### src/hw/lvsc_pkg.sv
// Constants, types and helpers for the low-voltage subclock mode controller.
// Assumes a single 250 MHz system clock and a synchronous active-high reset.
package lvsc_pkg;

  // ----------------------------------------------------------------
  // Register map (byte addresses, one aligned word each)
  // ----------------------------------------------------------------
  localparam logic [7:0] OFS_PCC     = 8'h00;
  localparam logic [7:0] OFS_PLL     = 8'h04;
  localparam logic [7:0] OFS_REGLVL  = 8'h08;
  localparam logic [7:0] OFS_REGPROT = 8'h0c;
  localparam logic [7:0] OFS_CLKSEL  = 8'h10;
  localparam logic [7:0] OFS_STATUS  = 8'h14;
  localparam logic [7:0] OFS_SLOWREG = 8'h18;

  // ----------------------------------------------------------------
  // Field positions
  // ----------------------------------------------------------------
  localparam int unsigned PCC_DIV_LSB   = 0;
  localparam int unsigned PCC_SUB_BIT   = 3;
  localparam int unsigned PCC_MCK_BIT   = 6;
  localparam int unsigned PLL_ON_BIT    = 0;
  localparam int unsigned TMM_SEL_LSB   = 0;
  localparam int unsigned WATCH_SEL_BIT = 3;
  localparam int unsigned WDT_SEL_LSB   = 4;
  localparam int unsigned STAT_SUB      = 0;
  localparam int unsigned STAT_LV       = 1;
  localparam int unsigned STAT_PROT_EN  = 2;
  localparam int unsigned STAT_DMA      = 3;
  localparam int unsigned STAT_DAC      = 4;
  localparam int unsigned STAT_CRC      = 5;

  // ----------------------------------------------------------------
  // Data values and reset values
  // ----------------------------------------------------------------
  localparam logic [7:0] PROT_ENABLE  = 8'hc9;
  localparam logic [7:0] PROT_LOCK    = 8'h00;
  localparam logic [7:0] LVL_NORMAL   = 8'h00;
  localparam logic [7:0] LVL_LOW      = 8'h02;
  localparam logic [7:0] PCC_RST      = 8'h03;
  localparam logic [7:0] PLL_RST      = 8'h00;
  localparam logic [7:0] LVL_RST      = 8'h00;
  localparam logic [7:0] PROT_RST     = 8'h00;
  localparam logic [7:0] CLKSEL_RST   = 8'h00;
  localparam logic [7:0] SLOWREG_RST  = 8'h00;

  // Count clock selector codes
  localparam logic [2:0] TMM_SEL_FR_DIV8 = 3'h2;
  localparam logic [2:0] TMM_SEL_SUB     = 3'h5;
  localparam logic [1:0] WDT_SEL_FR_DIV8 = 2'h1;
  localparam logic [1:0] WDT_SEL_SUB     = 2'h2;
  localparam logic       WATCH_SEL_SUB   = 1'b1;

  // Extra bus wait cycles of the wait-configured register
  localparam logic [3:0] SLOW_WAIT_CYCLES = 4'h2;

  // ----------------------------------------------------------------
  // Types
  // ----------------------------------------------------------------
  typedef enum logic [1:0] {MODE_NORMAL, MODE_SUB, MODE_LVSUB} lvsc_mode_t;

  typedef struct packed {
    logic cpu;
    logic intc;
    logic low_voltage_detector;
    logic key_int;
    logic sub_osc;
    logic int_osc;
    logic timer_p;
    logic timer_q;
    logic twowire;
    logic extra_uart;
    logic adc;
    logic rto_run;
    logic timer_m;
    logic watch;
    logic wdt2;
  } lvsc_run_t;

  typedef struct packed {
    logic dma;
    logic dac;
    logic crc;
  } lvsc_busy_t;

  typedef struct packed {
    logic       pll_on;
    logic       main_osc_stop;
    logic       subclk_sel;
    logic [2:0] sysclk_div;
    logic       reg_low;
  } lvsc_clk_t;

  // ----------------------------------------------------------------
  // Helpers
  // ----------------------------------------------------------------
  function automatic logic tmm_clk_ok(input logic [7:0] clksel);
    logic [2:0] s;
    s = clksel[TMM_SEL_LSB +: 3];
    return (s == TMM_SEL_FR_DIV8) || (s == TMM_SEL_SUB);
  endfunction

  function automatic logic wdt_clk_ok(input logic [7:0] clksel);
    logic [1:0] s;
    s = clksel[WDT_SEL_LSB +: 2];
    return (s == WDT_SEL_FR_DIV8) || (s == WDT_SEL_SUB);
  endfunction

endpackage

### src/hw/lvsc_top.sv
// Low-voltage subclock mode controller: clock control, protected
// regulator level, power-mode derivation and peripheral run gating.
// Assumes software on an Avalon-MM master; every reset source of the
// chip (pin, watchdog, voltage detector, clock monitor) drives RESET_I.
`timescale 1ns/1ps
`default_nettype none
module lvsc_top
  import lvsc_pkg::*;
(
  input  wire logic        SYS_CLK_I,
  input  wire logic        RESET_I,
  input  wire logic [7:0]  AVS_ADDRESS_I,
  input  wire logic        AVS_READ_I,
  input  wire logic        AVS_WRITE_I,
  input  wire logic [31:0] AVS_WRITEDATA_I,
  input  wire logic [3:0]  AVS_BYTEENABLE_I,
  input  wire lvsc_busy_t  BUSY_I,
  output logic [31:0]      AVS_READDATA_O,
  output logic             AVS_WAITREQUEST_O,
  output lvsc_clk_t        CLK_CTRL_O,
  output lvsc_mode_t       MODE_O,
  output lvsc_run_t        RUN_O
);

  // ----------------------------------------------------------------
  // Register state
  // ----------------------------------------------------------------
  logic [7:0]  pcc_reg;
  logic [7:0]  pll_reg;
  logic [7:0]  lvl_reg;
  logic [7:0]  prot_reg;
  logic [7:0]  clksel_reg;
  logic [7:0]  slow_reg;
  logic [31:0] rdata_reg;
  lvsc_mode_t  mode_reg;
  lvsc_mode_t  mode_next;
  lvsc_run_t   run_reg;
  lvsc_run_t   run_next;
  lvsc_clk_t   clk_reg;

  logic        capture;
  logic        wr_stb;
  logic        wr_lane;
  logic [7:0]  wbyte;
  logic        prot_open;
  logic        slow_sel;
  logic        hang;
  logic [7:0]  status;
  logic [7:0]  rd_mux;
  logic [7:0]  pcc_next;

  assign wbyte     = AVS_WRITEDATA_I[7:0];
  assign wr_lane   = wr_stb && AVS_BYTEENABLE_I[0];
  assign prot_open = (prot_reg == PROT_ENABLE);
  assign slow_sel  = (AVS_ADDRESS_I == OFS_SLOWREG);
  // Wait-state access on subclock with main stopped can never complete
  assign hang      = slow_sel && pcc_reg[PCC_SUB_BIT]
                     && pcc_reg[PCC_MCK_BIT];

  // ----------------------------------------------------------------
  // Bus handshake
  // ----------------------------------------------------------------
  lvsc_avmm_slave u_slave (
    .clk_i         (SYS_CLK_I),
    .rst_i         (RESET_I),
    .read_i        (AVS_READ_I),
    .write_i       (AVS_WRITE_I),
    .slow_i        (slow_sel),
    .hang_i        (hang),
    .waitrequest_o (AVS_WAITREQUEST_O),
    .capture_o     (capture),
    .wr_stb_o      (wr_stb)
  );

  // ----------------------------------------------------------------
  // Processor clock control
  // ----------------------------------------------------------------
  always_comb begin
    pcc_next = wbyte;
    // Regulator must be back at normal level before leaving subclock
    if (lvl_reg != LVL_NORMAL)
      pcc_next[PCC_SUB_BIT] = 1'b1;
  end

  always_ff @(posedge SYS_CLK_I) begin
    if (RESET_I)
      pcc_reg <= PCC_RST;
    else if (wr_lane && AVS_ADDRESS_I == OFS_PCC)
      pcc_reg <= pcc_next;
  end

  always_ff @(posedge SYS_CLK_I) begin
    if (RESET_I)
      pll_reg <= PLL_RST;
    else if (wr_lane && AVS_ADDRESS_I == OFS_PLL)
      pll_reg <= {7'h00, wbyte[PLL_ON_BIT]};
  end

  always_ff @(posedge SYS_CLK_I) begin
    if (RESET_I)
      clksel_reg <= CLKSEL_RST;
    else if (wr_lane && AVS_ADDRESS_I == OFS_CLKSEL)
      clksel_reg <= {2'h0, wbyte[5:0]};
  end

  always_ff @(posedge SYS_CLK_I) begin
    if (RESET_I)
      slow_reg <= SLOWREG_RST;
    else if (wr_lane && slow_sel)
      slow_reg <= wbyte;
  end

  // ----------------------------------------------------------------
  // Regulator protection and level
  // ----------------------------------------------------------------
  // Any value but the unlock code relocks
  always_ff @(posedge SYS_CLK_I) begin
    if (RESET_I)
      prot_reg <= PROT_RST;
    else if (wr_lane && AVS_ADDRESS_I == OFS_REGPROT)
      prot_reg <= (wbyte == PROT_ENABLE) ? PROT_ENABLE : PROT_LOCK;
  end

  // Unlock stays open until relocked, so several level writes may pass
  always_ff @(posedge SYS_CLK_I) begin
    if (RESET_I)
      lvl_reg <= LVL_RST;
    else if (wr_lane && AVS_ADDRESS_I == OFS_REGLVL && prot_open)
      lvl_reg <= wbyte;
  end

  // ----------------------------------------------------------------
  // Power mode
  // ----------------------------------------------------------------
  always_comb begin
    if (lvl_reg == LVL_LOW)
      mode_next = MODE_LVSUB;
    else if (pcc_reg[PCC_SUB_BIT])
      mode_next = MODE_SUB;
    else
      mode_next = MODE_NORMAL;
  end

  always_ff @(posedge SYS_CLK_I) begin
    if (RESET_I)
      mode_reg <= MODE_NORMAL;
    else
      mode_reg <= mode_next;
  end

  lvsc_gate u_gate (
    .mode_i   (mode_next),
    .clksel_i (clksel_reg),
    .run_o    (run_next)
  );

  // Reset value: everything runs, as in normal mode
  always_ff @(posedge SYS_CLK_I) begin
    if (RESET_I)
      run_reg <= '1;
    else
      run_reg <= run_next;
  end

  always_ff @(posedge SYS_CLK_I) begin
    if (RESET_I) begin
      clk_reg <= '0;
    end else begin
      clk_reg.pll_on        <= pll_reg[PLL_ON_BIT];
      clk_reg.main_osc_stop <= pcc_reg[PCC_MCK_BIT];
      clk_reg.subclk_sel    <= pcc_reg[PCC_SUB_BIT];
      clk_reg.sysclk_div    <= pcc_reg[PCC_DIV_LSB +: 3];
      clk_reg.reg_low       <= (lvl_reg == LVL_LOW);
    end
  end

  // ----------------------------------------------------------------
  // Read path
  // ----------------------------------------------------------------
  // Busy flags only reported; the block cannot stop those units
  always_comb begin
    status               = 8'h00;
    status[STAT_SUB]     = pcc_reg[PCC_SUB_BIT];
    status[STAT_LV]      = (mode_reg == MODE_LVSUB);
    status[STAT_PROT_EN] = prot_open;
    status[STAT_DMA]     = BUSY_I.dma;
    status[STAT_DAC]     = BUSY_I.dac;
    status[STAT_CRC]     = BUSY_I.crc;
  end

  always_comb begin
    if (AVS_ADDRESS_I == OFS_PCC)
      rd_mux = pcc_reg;
    else if (AVS_ADDRESS_I == OFS_PLL)
      rd_mux = pll_reg;
    else if (AVS_ADDRESS_I == OFS_REGLVL)
      rd_mux = lvl_reg;
    else if (AVS_ADDRESS_I == OFS_REGPROT)
      rd_mux = prot_reg;
    else if (AVS_ADDRESS_I == OFS_CLKSEL)
      rd_mux = clksel_reg;
    else if (AVS_ADDRESS_I == OFS_STATUS)
      rd_mux = status;
    else if (slow_sel)
      rd_mux = slow_reg;
    else
      rd_mux = 8'h00;
  end

  always_ff @(posedge SYS_CLK_I) begin
    if (RESET_I)
      rdata_reg <= 32'h0000_0000;
    else if (capture && AVS_READ_I)
      rdata_reg <= {24'h00_0000, rd_mux};
  end

  assign AVS_READDATA_O = rdata_reg;
  assign CLK_CTRL_O     = clk_reg;
  assign MODE_O         = mode_reg;
  assign RUN_O          = run_reg;

endmodule
`default_nettype wire

### src/hw/lvsc_avmm_slave.sv
// Avalon-MM slave handshake for the mode controller registers.
// Assumes the master holds its request until it sees waitrequest low.
`timescale 1ns/1ps
`default_nettype none
module lvsc_avmm_slave
  import lvsc_pkg::*;
(
  input  wire logic clk_i,
  input  wire logic rst_i,
  input  wire logic read_i,
  input  wire logic write_i,
  input  wire logic slow_i,
  input  wire logic hang_i,
  output logic      waitrequest_o,
  output logic      capture_o,
  output logic      wr_stb_o
);

  typedef enum logic [1:0] {ST_IDLE, ST_WAIT, ST_ACK, ST_HUNG} lvsc_bus_st_t;

  lvsc_bus_st_t state_reg;
  lvsc_bus_st_t state_next;
  logic [3:0]   cnt_reg;
  logic         wait_reg;

  always_comb begin
    state_next = state_reg;
    case (state_reg)
      ST_IDLE: begin
        if (read_i || write_i) begin
          if (hang_i)
            state_next = ST_HUNG;
          else if (slow_i)
            state_next = ST_WAIT;
          else
            state_next = ST_ACK;
        end
      end
      ST_WAIT: begin
        if (cnt_reg == 4'h1)
          state_next = ST_ACK;
      end
      ST_ACK:  state_next = ST_IDLE;
      // Only a reset frees a stalled wait-state access
      ST_HUNG: state_next = ST_HUNG;
      default: state_next = ST_IDLE;
    endcase
  end

  always_ff @(posedge clk_i) begin
    if (rst_i)
      state_reg <= ST_IDLE;
    else
      state_reg <= state_next;
  end

  always_ff @(posedge clk_i) begin
    if (rst_i)
      cnt_reg <= 4'h0;
    else if (state_reg == ST_IDLE)
      cnt_reg <= SLOW_WAIT_CYCLES;
    else if (state_reg == ST_WAIT)
      cnt_reg <= cnt_reg - 4'h1;
  end

  always_ff @(posedge clk_i) begin
    if (rst_i)
      wait_reg <= 1'b1;
    else
      wait_reg <= (state_next != ST_ACK);
  end

  assign waitrequest_o = wait_reg;
  assign capture_o     = (state_next == ST_ACK) && (state_reg != ST_ACK);
  // Write lands on the edge at which the master sees waitrequest low
  assign wr_stb_o      = (state_reg == ST_ACK) && write_i;

endmodule
`default_nettype wire

### src/hw/lvsc_gate.sv
// Run/stop decisions for on-chip functions per power mode.
// Purely combinational; the top registers the result.
`timescale 1ns/1ps
`default_nettype none
module lvsc_gate
  import lvsc_pkg::*;
(
  input  wire lvsc_mode_t mode_i,
  input  wire logic [7:0] clksel_i,
  output lvsc_run_t       run_o
);

  logic lv;

  assign lv = (mode_i == MODE_LVSUB);

  always_comb begin
    // Always alive, whatever the regulator level
    run_o.cpu        = 1'b1;
    run_o.intc       = 1'b1;
    run_o.low_voltage_detector        = 1'b1;
    run_o.key_int    = 1'b1;
    run_o.sub_osc    = 1'b1;
    run_o.int_osc    = 1'b1;
    run_o.timer_p    = !lv;
    run_o.timer_q    = !lv;
    run_o.twowire    = !lv;
    run_o.extra_uart = !lv;
    run_o.adc        = !lv;
    // Low means outputs freeze at their last level
    run_o.rto_run    = !lv;
    run_o.timer_m    = !lv || tmm_clk_ok(clksel_i);
    run_o.watch      = !lv || (clksel_i[WATCH_SEL_BIT] == WATCH_SEL_SUB);
    run_o.wdt2       = !lv || wdt_clk_ok(clksel_i);
  end

endmodule
`default_nettype wire

### config.mk
export PLATFORM = sky130hd
export DESIGN_NAME = lvsc_top
export DESIGN_NICKNAME = d
export VERILOG_FILES = /design/src/hw/lvsc_pkg.sv /design/src/hw/lvsc_top.sv /design/src/hw/lvsc_avmm_slave.sv /design/src/hw/lvsc_gate.sv
export SDC_FILE = /design/constraint.sdc
export NUM_CORES = 1
export LEC_CHECK = 0
export BUFFER_PORTS_ARGS = -buffer_cell sky130_fd_sc_hd__buf_4
export CORE_AREA = 8 8 90 92
export DETAILED_ROUTE_END_ITERATION = 8
export DIE_AREA = 0 0 98 100
export PLACE_DENSITY = 0.9
export SLEW_MARGIN = 20
export SYNTH_ARGS = -nofsm -noshare
export SYNTH_HDL_FRONTEND = slang
export SYNTH_HIERARCHICAL = 1
export SYNTH_SLANG_ARGS = --single-unit
export TNS_END_PERCENT = 5
### constraint.sdc
create_clock -name SYS_CLK_I -period 3.66 [get_ports SYS_CLK_I]
set_input_delay 0.549 -clock SYS_CLK_I [delete_from_list [all_inputs] [get_ports SYS_CLK_I]]
set_output_delay 0.549 -clock SYS_CLK_I [all_outputs]
set_load 0.1 [all_outputs]
==> flow_metrics.py, run 1 <==
metrics = {
    "detailed_routing": {
        "ant_nets": 0,
        "drc_errors": 0,
        "drt_iter0_markers": 310,
        "vias": 2694,
        "wl_um": 7610,
        "wl_per_cell_um": 15.6,
        "drt_first_pass_iters": 6,
        "avgViaCountPerCell": 5.53,
    },
    "global_routing": {
        "grtUsageTotal_pct": 15.3,
        "use_met1_pct": 17.3,
        "grt_max_degree": 72,
        "use_met2_pct": 25.2,
        "grt_busiest_layer": "met2",
        "grt_pass1_vias": 2486,
        "grt_overflow": 0,
        "grt_pass1_wl_um": 12100,
        "grt_use_met3_pct": 4.57,
        "antenna_found_initial": 0,
    },
    "synth": {
        "avgSynthCellArea_um2": 9.20,
        "synth-xor-area-share_pct": 0.266,
        "yosysSeqAreaShare_pct": 42.6,
        "synth.area.mux_share_pct": 9.42,
        "ys_async_sr_fraction_pct": 0,
        "yosys_warnings": 6,
        "synth_ff_type": "dfxtp_1",
        "synth_simple_gate_area_share_pct": 23.3,
        "yosysUniqueCellTypes": 53,
        "synth_area_um2": 3290,
        "synth_top_family_by_area": "simple AND/OR/NAND/NOR gates",
        "synth_compound_area_share_pct": 11.9,
        "synth_edf_count": 0,
        "ys_ff_latch": 70,
        "synth-adder-area-share_pct": 0.760,
        "syn_inst": 358,
    },
    "worst_hold_path": {
        "hold_class": "in2reg",
    },
    "worst_setup_path": {
        "critPathLaunchType": "primary input",
        "critPathKind": "in2reg",
        "critPathRequiredTime_ps": 3910,
        "end_kind": "flop",
        "rrSetupSlack_ps": 1560,
        "arrival_ps": 3180,
        "worstPathMaxFanout": 14,
    },
    "placement": {
        "hpwl_um": 5540,
        "port_buffers": 56,
        "dpl.cell_count": 471,
        "gp_routability_congestion": 0.911,
    },
    "sta": {
        "period_share_pct": 80.2,
        "worstMarginPinSlew_ps": 992,
        "finalSetupViolations": 0,
        "fmax_mhz": 341,
        "clock_skew_ps": 5.31,
        "rsz0062_at_grt": "no",
        "min_period_ps": 2930,
        "maxSlewViolCount": 0,
        "hold_viol": 0,
        "fin_setup_tns_ps": 0,
        "slew_headroom_pct": 33.3,
    },
    "job": {
        "max_cap_violations": 0,
    },
    "clock_tree": {
        "clock-sinks": 70,
        "cts_root_buf": "clkbuf_8",
        "clk_path_buf_depth": 2,
        "cts.clk_slew.worst_paths_ps": 60,
        "cts_setup_buffers": 0,
        "cts_buffers": 9,
        "cts_tree": "yes",
        "cts_hold_buf": 0,
        "cts_resized": 0,
        "insertion_delay_ps": 340,
        "cts_max_level": 3,
    },
    "floorplan": {
        "fp.dieH_um": 100,
        "initial_core_util_pct": 49.6,
        "ios": 108,
        "row_count": 30,
        "dieArea_um2": 9800,
        "die_w_um": 98,
        "core_area_um2": 6640,
    },
    "status": {
        "status": "finished, final reports clean",
    },
    "final_layout": {
        "drive_gt1_share_pct": 23.6,
        "layout_commonest_cell": "dfxtp_1",
        "largest_reg_flops": 15,
        "num_antenna_cells": 0,
        "n_fill_cell": 583,
        "fin_nets": 455,
        "fin_cells": 487,
        "area_delta_synth_final_pct": 14.9,
        "layout_common_cells": "dfxtp_1 (70), buf_4 (59), nor2_1 (47)",
    },
    "pwr": {
        "leakagePower_uw": 0.00152,
        "power_uw": 1680,
        "p_per_area_nw_per_um2": 444,
        "irDropWorstVdd_v": 0.000161,
    },
}
[per-layer routing]
| layer | vias to the layer above | share of wire [%] | wire length, µm |
|---|---|---|---|
| met3 | 18 | 7.6 | 580 |
| met5 | - | 0 | 0 |
| li1 | 1282 | - | - |
| met2 | 134 | 48 | 3690 |
| met1 | 1260 | 42 | 3170 |
| met4 | 0 | 2.2 | 168 |
[layout make-up]
| type | instances | area [µm²] | share of cell area [%] |
|---|---|---|---|
| clock buffer | 12 | 135 | 3.57 |
| clock inverter | 4 | 47.5 | 1.26 |
| inverter | 11 | 41.3 | 1.09 |
| multi-input combinational | 251 | 1620 | 42.7 |
| sequential | 70 | 1400 | 37.0 |
| tap | 80 | 100 | 2.65 |
| timing repair buffer | 59 | 443 | 11.7 |
[per-stage QoR]
stage / instance area (µm²) / utilization, % / setup WS, ps / hold WS, ps
3_3_place_gp: 3600 / 54.2 / 509 / 467
6_report: 3780 / 56.9 / 726 / 455
4_1_cts: 3780 / 56.9 / 767 / 439
3_5_place_dp: 3600 / 54.2 / 408 / 484
5_1_grt: 3780 / 56.9 / 596 / 461
2_1_floorplan: 3400 / - / 958 / 451
[power by group]
| group | switching (µW) | total (µW) | internal [µW] |
|---|---|---|---|
| clock network | 271 | 584 | 313 |
| logic | 258 | 313 | 55.0 |
| registers | 8.14 | 783 | 775 |
| total | 537 | 1680 | 1140 |
[logic make-up (layout without fill, tap and decap cells)]
kind of cell | after synthesis | after routing
AO/OA/AOI/OAI | 50 | 50
XOR/XNOR | 1 | 1
adder cells (fa/ha/maj) | 2 | 2
buffers and inverters | 65 | 86
flip-flops | 70 | 70
multiplexers | 31 | 31
other | 2 | 30
AND/OR/NAND/NOR | 137 | 137
[path summary, 6_finish.rpt]
check,startpoint,endpoint,cells after the start
max,AVS_ADDRESS_I[7],AVS_READDATA_O[3]$_SDFFE_PP0P_,10
max reg2reg,lvl_reg[3]$_SDFFE_PP0P_,RUN_O[3]$_SDFF_PP1_,7
min reg2reg,slow_reg[7]$_SDFFE_PP0P_,slow_reg[7]$_SDFFE_PP0P_,2
min,AVS_WRITEDATA_I[1],pcc_reg[1]$_SDFFE_PP1P_,2
[Yosys cell counts, types with 2 or more instances]
cell type / number / area, µm²
a211oi_1: 3 / 22.5
o311ai_0: 2 / 17.5
nand3_1: 2 / 10.0
a221oi_1: 2 / 17.5
nor2b_4: 2 / 27.5
inv_1: 11 / 41.3
and3_1: 2 / 12.5
o22ai_1: 2 / 12.5
a211o_1: 2 / 17.5
a22o_1: 6 / 52.6
a21oi_1: 5 / 25.0
nand2_1: 12 / 45.0
buf_1: 2 / 7.51
a22oi_1: 4 / 30.0
nor2b_1: 15 / 93.8
nand2b_1: 6 / 37.5
a311oi_1: 4 / 35.0
nor4_1: 13 / 81.3
clkbuf_1: 14 / 52.6
conb_1: 2 / 7.51
dfxtp_1: 70 / 1400
buf_4: 36 / 270
or4_1: 2 / 15.0
o21ai_0: 5 / 25.0
buf_2: 2 / 10.0
mux2i_1: 31 / 310
ha_1: 2 / 25.0
o221ai_1: 3 / 26.3
and2_1: 2 / 12.5
o32ai_1: 5 / 43.8
nor3_1: 4 / 20.0
nor3b_1: 3 / 22.5
nor2_1: 47 / 176
or2_2: 16 / 100
[worst max-delay path: stages]
cell      delay, ps
buf_4           120
or4b_1          660
nor3_1          430
and3_1          270
nor2_1           50
o211ai_1        130
nand2_1         100
and2_0          400
and3_1          270
nor4_1          200
(Power assumes the default switching activity.)
==> run 2, diff against run 1 <==
--- a/config.mk
+++ b/config.mk
@@ -5,11 +5,12 @@
 export SDC_FILE = /design/constraint.sdc
 export NUM_CORES = 1
 export LEC_CHECK = 0
+export ABC_AREA = 1
 export BUFFER_PORTS_ARGS = -buffer_cell sky130_fd_sc_hd__buf_4
-export CORE_AREA = 8 8 90 92
+export CORE_AREA = 8 8 94 96
 export DETAILED_ROUTE_END_ITERATION = 8
-export DIE_AREA = 0 0 98 100
-export PLACE_DENSITY = 0.9
+export DIE_AREA = 0 0 102 104
+export PLACE_DENSITY = 0.87
 export SLEW_MARGIN = 20
 export SYNTH_ARGS = -nofsm -noshare
 export SYNTH_HDL_FRONTEND = slang
==> constraint.sdc (replaced) <==
create_clock -name SYS_CLK_I -period 2.6 [get_ports SYS_CLK_I]
set_input_delay 0.39 -clock SYS_CLK_I [delete_from_list [all_inputs] [get_ports SYS_CLK_I]]
set_output_delay 0.39 -clock SYS_CLK_I [all_outputs]
set_load 0.1 [all_outputs]
==> run 2 against run 1 <==
Effect of this change:
- clock power is 41% higher
- register-to-register slack worse by 1000 ps
- sequential share of layout area fell by 0.21 points
- total power increased by 40%
- critical path depth rose by 4
- combinational power is 38% higher
- routed wire length up 2.8%
- worst hold slack got worse by 130 ps
- critical path type unchanged
- critical endpoint is now AVS_READDATA_O[7]$_SDFFE_PP0P_
- largest power group unchanged
==> flow_metrics.py, run 2 <==
metrics = {
    "status": {
        "status": "finished, final reports clean",
    },
    "clock_tree": {
        "cts_hold_buf": 0,
        "clock-sinks": 70,
        "cts_root_buf": "clkbuf_8",
        "clk_path_buf_depth": 2,
        "cts_setup_buffers": 0,
        "cts_buffers": 9,
        "cts_resized": 0,
        "cts_max_level": 3,
        "cts.clk_slew.worst_paths_ps": 70,
        "cts_tree": "yes",
        "insertion_delay_ps": 340,
    },
    "worst_setup_path": {
        "arrival_ps": 2430,
        "critPathLaunchType": "primary input",
        "critPathKind": "in2reg",
        "end_kind": "flop",
        "critPathRequiredTime_ps": 2860,
        "rrSetupSlack_ps": 560,
        "worstPathMaxFanout": 10,
    },
    "pwr": {
        "irDropWorstVdd_v": 0.000296,
        "power_uw": 2360,
        "p_per_area_nw_per_um2": 619,
        "leakagePower_uw": 0.00165,
    },
    "synth": {
        "synth_ff_type": "dfxtp_1",
        "synth_common_cells": "dfxtp_1 (70), nand2_1 (67), inv_1 (51)",
        "yosysUniqueCellTypes": 36,
        "yosys_warnings": 6,
        "synth_area_um2": 3280,
        "avgSynthCellArea_um2": 7.67,
        "syn_inst": 428,
        "synth.most_common_cell": "dfxtp_1",
        "yosysSeqAreaShare_pct": 42.7,
        "yosysTopAreaCell": "dfxtp_1",
        "ys_async_sr_fraction_pct": 0,
        "synth.area.top_cells": "dfxtp_1 (43%), buf_4 (8.9%), nand2_1 (7.7%)",
        "synthDominantCellAreaShare_pct": 42.7,
        "ys_ff_latch": 70,
        "synth_edf_count": 0,
    },
    "detailed_routing": {
        "drt_first_pass_iters": 5,
        "drc_errors": 0,
        "avgViaCountPerCell": 4.82,
        "wl_per_cell_um": 13.3,
        "drt_iter0_markers": 265,
        "wl_um": 7820,
        "ant_nets": 0,
        "vias": 2826,
    },
    "final_layout": {
        "largest_reg_flops": 15,
        "fin_area_um2": 3800,
        "fin_nets": 532,
        "area_delta_synth_final_pct": 15.9,
        "num_antenna_cells": 0,
        "layout_common_cells": "dfxtp_1 (70), nand2_1 (67), buf_4 (60)",
        "layout_commonest_cell": "dfxtp_1",
        "drive_gt1_share_pct": 23.6,
    },
    "sta": {
        "fmax_mhz": 462,
        "maxSlewViolCount": 0,
        "rsz0062_at_grt": "no",
        "clock_skew_ps": 10.8,
        "period_share_pct": 83.3,
        "hold_viol": 0,
        "slew_headroom_pct": 52.1,
        "fin_setup_tns_ps": 0,
        "finalSetupViolations": 0,
        "min_period_ps": 2160,
        "worstMarginPinSlew_ps": 717,
    },
    "floorplan": {
        "die_w_um": 102,
        "initial_core_util_pct": 44.1,
        "fp.dieH_um": 104,
        "row_count": 32,
        "dieArea_um2": 10600,
        "ios": 108,
        "core_area_um2": 7450,
    },
    "global_routing": {
        "grt_max_degree": 42,
        "antenna_found_initial": 0,
        "grt_pass1_vias": 2734,
        "grtUsageTotal_pct": 14.8,
        "grt_pass1_wl_um": 12700,
        "grt_overflow": 0,
    },
    "worst_hold_path": {
        "hold_class": "in2reg",
    },
    "placement": {
        "gp_routability_congestion": 0.887,
        "port_buffers": 56,
        "dpl_cell_area_um2": 3620,
        "hpwl_um": 6070,
    },
    "job": {
        "max_cap_violations": 0,
    },
}
[run 2: cell count changes after synthesis, moves of 8 or more]
cell / previous run / this run
nor2b_1: 15 / 0
clkbuf_1: 14 / 6
nand2_1: 12 / 67
mux2i_1: 31 / 0
nand3_1: 2 / 20
nor4_1: 13 / 2
inv_1: 11 / 51
nor2_1: 47 / 35
o21ai_0: 5 / 27
a21oi_1: 5 / 33
[run 2: worst paths after layout]
kind	from	end	cells after the start
worst min-delay path	AVS_WRITEDATA_I[0]	pcc_reg[0]$_SDFFE_PP1P_	3
worst max-delay path	AVS_ADDRESS_I[2]	AVS_READDATA_O[7]$_SDFFE_PP0P_	14
worst min register to register	pcc_reg[1]$_SDFFE_PP1P_	CLK_CTRL_O[2]$_SDFF_PP0_	2
worst max register to register	pcc_reg[3]$_SDFFE_PP0P_	AVS_READDATA_O[7]$_SDFFE_PP0P_	10
[run 2: through the flow]
step	worst slack [ps]	std cells	hold WS [ps]	util (%)
2_1_floorplan	597	456	416	-
3_3_place_gp	224	570	439	48.6
3_5_place_dp	164	570	446	48.6
4_1_cts	511	586	307	51.1
5_1_grt	277	586	324	51.1
6_report	435	586	327	51.1
[run 2: kinds of logic (layout without fill, tap and decap cells)]
logic type               Yosys count  in the layout  share of synthesized area (%)
AND/OR/NAND/NOR                  165            165                           24.3
buffers and inverters            106            134                           17.2
AO/OA/AOI/OAI                     83             83                           14.8
flip-flops                        70             70                           42.7
adder cells (fa/ha/maj)            2              2                          0.762
other                              2             30                          0.229
[run 2: worst max-delay path, cell delays in order]
cell      delay [ps]
buf_4            160
clkinv_4          70
nand2_1           40
nor2_1           140
nand2_1          170
nor3_1           210
inv_1             60
nand2_1           60
nand3_1          120
a21oi_1          180
nand2_1          170
inv_1            290
o21ai_0          140
a41oi_1          220
[run 2: power by group]
group	switching [µW]	internal (µW)	total, µW
logic	359	72.5	432
registers	9.03	1090	1100
clock network	383	441	824
[run 2: metal layers]
metal  wire (µm)  global-route usage [%]
met1        3040                    16.2
met2        3990                    25.7
met3         628                    4.62
met4         159                    5.46
met5           0                       0
[run 2: layout make-up]
class | count | area (µm²)
clock inverter | 4 | 47.5
inverter | 58 | 223
sequential | 70 | 1400
tap | 102 | 128
clock buffer | 12 | 135
multi-input combinational | 280 | 1420
timing repair buffer | 60 | 450
fill | 737 | 3640
==> run 3, diff against run 2 <==
--- a/config.mk
+++ b/config.mk
@@ -5,12 +5,12 @@
 export SDC_FILE = /design/constraint.sdc
 export NUM_CORES = 1
 export LEC_CHECK = 0
-export ABC_AREA = 1
+export ABC_AREA = 0
 export BUFFER_PORTS_ARGS = -buffer_cell sky130_fd_sc_hd__buf_4
-export CORE_AREA = 8 8 94 96
+export CORE_AREA = 8 8 90 92
 export DETAILED_ROUTE_END_ITERATION = 8
-export DIE_AREA = 0 0 102 104
-export PLACE_DENSITY = 0.87
+export DIE_AREA = 0 0 98 100
+export PLACE_DENSITY = 0.9
 export SLEW_MARGIN = 20
 export SYNTH_ARGS = -nofsm -noshare
 export SYNTH_HDL_FRONTEND = slang
==> constraint.sdc (replaced) <==
create_clock -name SYS_CLK_I -period 2 [get_ports SYS_CLK_I]
set_input_delay 0.3 -clock SYS_CLK_I [delete_from_list [all_inputs] [get_ports SYS_CLK_I]]
set_output_delay 0.3 -clock SYS_CLK_I [all_outputs]
set_load 0.1 [all_outputs]
==> run 3 against run 2 <==
Effect of this change:
- via count up 0.28%
- sequential power up 30%
- final area is 9.1% higher
- clock skew decreased by 5.5 ps
- critical path depth is 7 lower
- flip-flop and latch count unchanged
- core utilization is 11 points higher
- cell count decreased by 11%
- sequential share of layout area is 3.0 points lower
- worst hold slack worse by 110 ps
- clock power increased by 42%
- largest power group unchanged
==> flow_metrics.py, run 3 (synthesized netlist as in run 1, its figures left out) <==
metrics = {
    "detailed_routing": {
        "drt_first_pass_iters": 5,
        "avgViaCountPerCell": 5.43,
        "drc_errors": 0,
        "drt_iter0_markers": 256,
        "wl_per_cell_um": 16.3,
        "vias": 2834,
        "wl_um": 8500,
        "ant_nets": 0,
    },
    "sta": {
        "clock_skew_ps": 5.32,
        "finalSetupViolations": 0,
        "period_share_pct": 97.1,
        "slew_headroom_pct": 56.0,
        "timing.final.ws_setup_ps": 57.7,
        "worstMarginPinSlew_ps": 660,
        "min_period_ps": 1940,
        "fmax_mhz": 515,
        "fin_setup_tns_ps": 0,
        "rsz0062_at_grt": "yes",
        "maxSlewViolCount": 0,
        "hold_viol": 0,
    },
    "placement": {
        "gp_routability_congestion": 0.911,
        "hpwl_um": 6270,
        "port_buffers": 56,
        "dp_slack_ps": -231,
    },
    "global_routing": {
        "grt_use_met3_pct": 6.16,
        "grt_pass1_vias": 2795,
        "use_met1_pct": 17.7,
        "antenna_found_initial": 0,
        "grt_overflow": 0,
        "use_met2_pct": 30.3,
        "grt_busiest_layer": "met2",
        "grtUsageTotal_pct": 17.2,
        "grt_pass1_wl_um": 13500,
        "grt_max_degree": 72,
    },
    "floorplan": {
        "dieArea_um2": 9800,
        "initial_core_util_pct": 49.6,
        "row_count": 30,
        "ios": 108,
        "die_w_um": 98,
        "core_area_um2": 6640,
        "fp.dieH_um": 100,
    },
    "clock_tree": {
        "cts_buffers": 9,
        "insertion_delay_ps": 340,
        "cts.clk_slew.worst_paths_ps": 70,
        "clock-sinks": 70,
        "cts_tree": "yes",
        "cts_root_buf": "clkbuf_8",
        "cts_max_level": 3,
        "clk_path_buf_depth": 2,
    },
    "status": {
        "status": "finished, final reports clean",
    },
    "worst_hold_path": {
        "hold_start": "AVS_WRITEDATA_I[6]",
        "hold_depth": 3,
        "hold_class": "in2reg",
        "holdPathEnd": "pcc_reg[6]$_SDFFE_PP0P_",
    },
    "worst_setup_path": {
        "cp.buffers_inverters": 1,
        "rr_startpoint": "lvl_reg[4]$_SDFFE_PP0P_",
        "cp_cell_sequence": "or4_4 > nor4_4 > and2_4 > nor2_2 > nor2b_4 > inv_2 > or2_2",
        "end_kind": "flop",
        "arrival_ps": 2170,
        "rr_worst_depth": 7,
        "r2r_end": "RUN_O[5]$_SDFF_PP1_",
        "critical_path.max_stage_delay_ps": 560,
        "critPathLaunchType": "flop",
        "critPathRequiredTime_ps": 2230,
        "cpMaxStageDelayCell": "or4_4",
        "worstPathMaxFanout": 6,
        "cpLargestDelayFamily": "simple AND/OR/NAND/NOR gates",
        "critPathKind": "reg2reg",
        "rrSetupSlack_ps": 60,
    },
    "pwr": {
        "leakagePower_uw": 0.00175,
        "p_per_area_nw_per_um2": 777,
        "irDropWorstVdd_v": 0.000364,
    },
    "final_layout": {
        "largest_reg_flops": 15,
        "num_antenna_cells": 0,
        "layout_commonest_cell": "buf_4",
        "area_delta_synth_final_pct": 26.1,
        "layout_common_cells": "buf_4 (94), dfxtp_1 (69), nor2_1 (46)",
        "fin_nets": 491,
        "drive_gt1_share_pct": 32.8,
        "n_fill_cell": 551,
    },
    "job": {
        "max_cap_violations": 0,
    },
}
[run 3: what timing repair did]
action	in CTS	in global routing
gates resized for setup	5	6
pin swaps	3	3
endpoints found under the setup margin	9	11
hold buffers	0	0
gates cloned	0	0
setup buffers	2	1
[run 3: layout make-up]
type | count | area, µm² | area share (%)
clock buffer | 12 | 165 | 3.98
clock inverter | 3 | 42.5 | 1.02
inverter | 11 | 41.3 | 0.995
multi-input combinational | 251 | 1670 | 40.3
sequential | 70 | 1400 | 33.8
tap | 80 | 100 | 2.41
timing repair buffer | 95 | 726 | 17.5
[run 3: routing by layer]
layer  share of wire (%)  wire length [µm]
met3                 7.0               598
met2                  52              4390
met4                 3.4               285
met5                   0                 0
met1                  38              3230
[run 3: power breakdown]
part / internal, µW / leakage, µW / switching, µW
clock network: 669 / 0.000104 / 506
logic: 132 / 0.00107 / 488
registers: 1420 / 0.000569 / 11.8
total: 2220 / 0.00175 / 1010
[run 3: how the worst max path moves through the flow]
stage,startpoint,endpoint,slack (ps),cells past startpoint
after global placement,AVS_ADDRESS_I[7],AVS_READDATA_O[0]$_SDFFE_PP0P_,-150,11
after global routing,lvl_reg[4]$_SDFFE_PP0P_,RUN_O[4]$_SDFF_PP1_,-10,7
after floorplan,AVS_ADDRESS_I[7],AVS_READDATA_O[6]$_SDFFE_PP0P_,-150,10
after detailed placement,AVS_ADDRESS_I[7],AVS_READDATA_O[2]$_SDFFE_PP0P_,-230,10
final,lvl_reg[4]$_SDFFE_PP0P_,RUN_O[5]$_SDFF_PP1_,60,7
after CTS,lvl_reg[5]$_SDFFE_PP0P_,RUN_O[2]$_SDFF_PP1_,-3,7
[run 3: tightest hold or removal path, delay by kind of cell]
kind / cells / cell delay [ps]
buffers and inverters: 1 / 100
AND/OR/NAND/NOR: 1 / 70
multiplexers: 1 / 60
[run 3: through the flow]
step / power [µW] / instance area (µm²) / utilization (%) / hold WS (ps) / instances
after floorplan: 1980 / 3440 / - / 369 / 386
after global placement: 2070 / 3880 / 58.5 / 464 / 504
after detailed placement: 2080 / 3880 / 58.5 / 470 / 504
after CTS: 3240 / 4130 / 62.1 / 205 / 521
after global routing: 3330 / 4150 / 62.5 / 221 / 522
final: 3230 / 4150 / 62.5 / 220 / 522
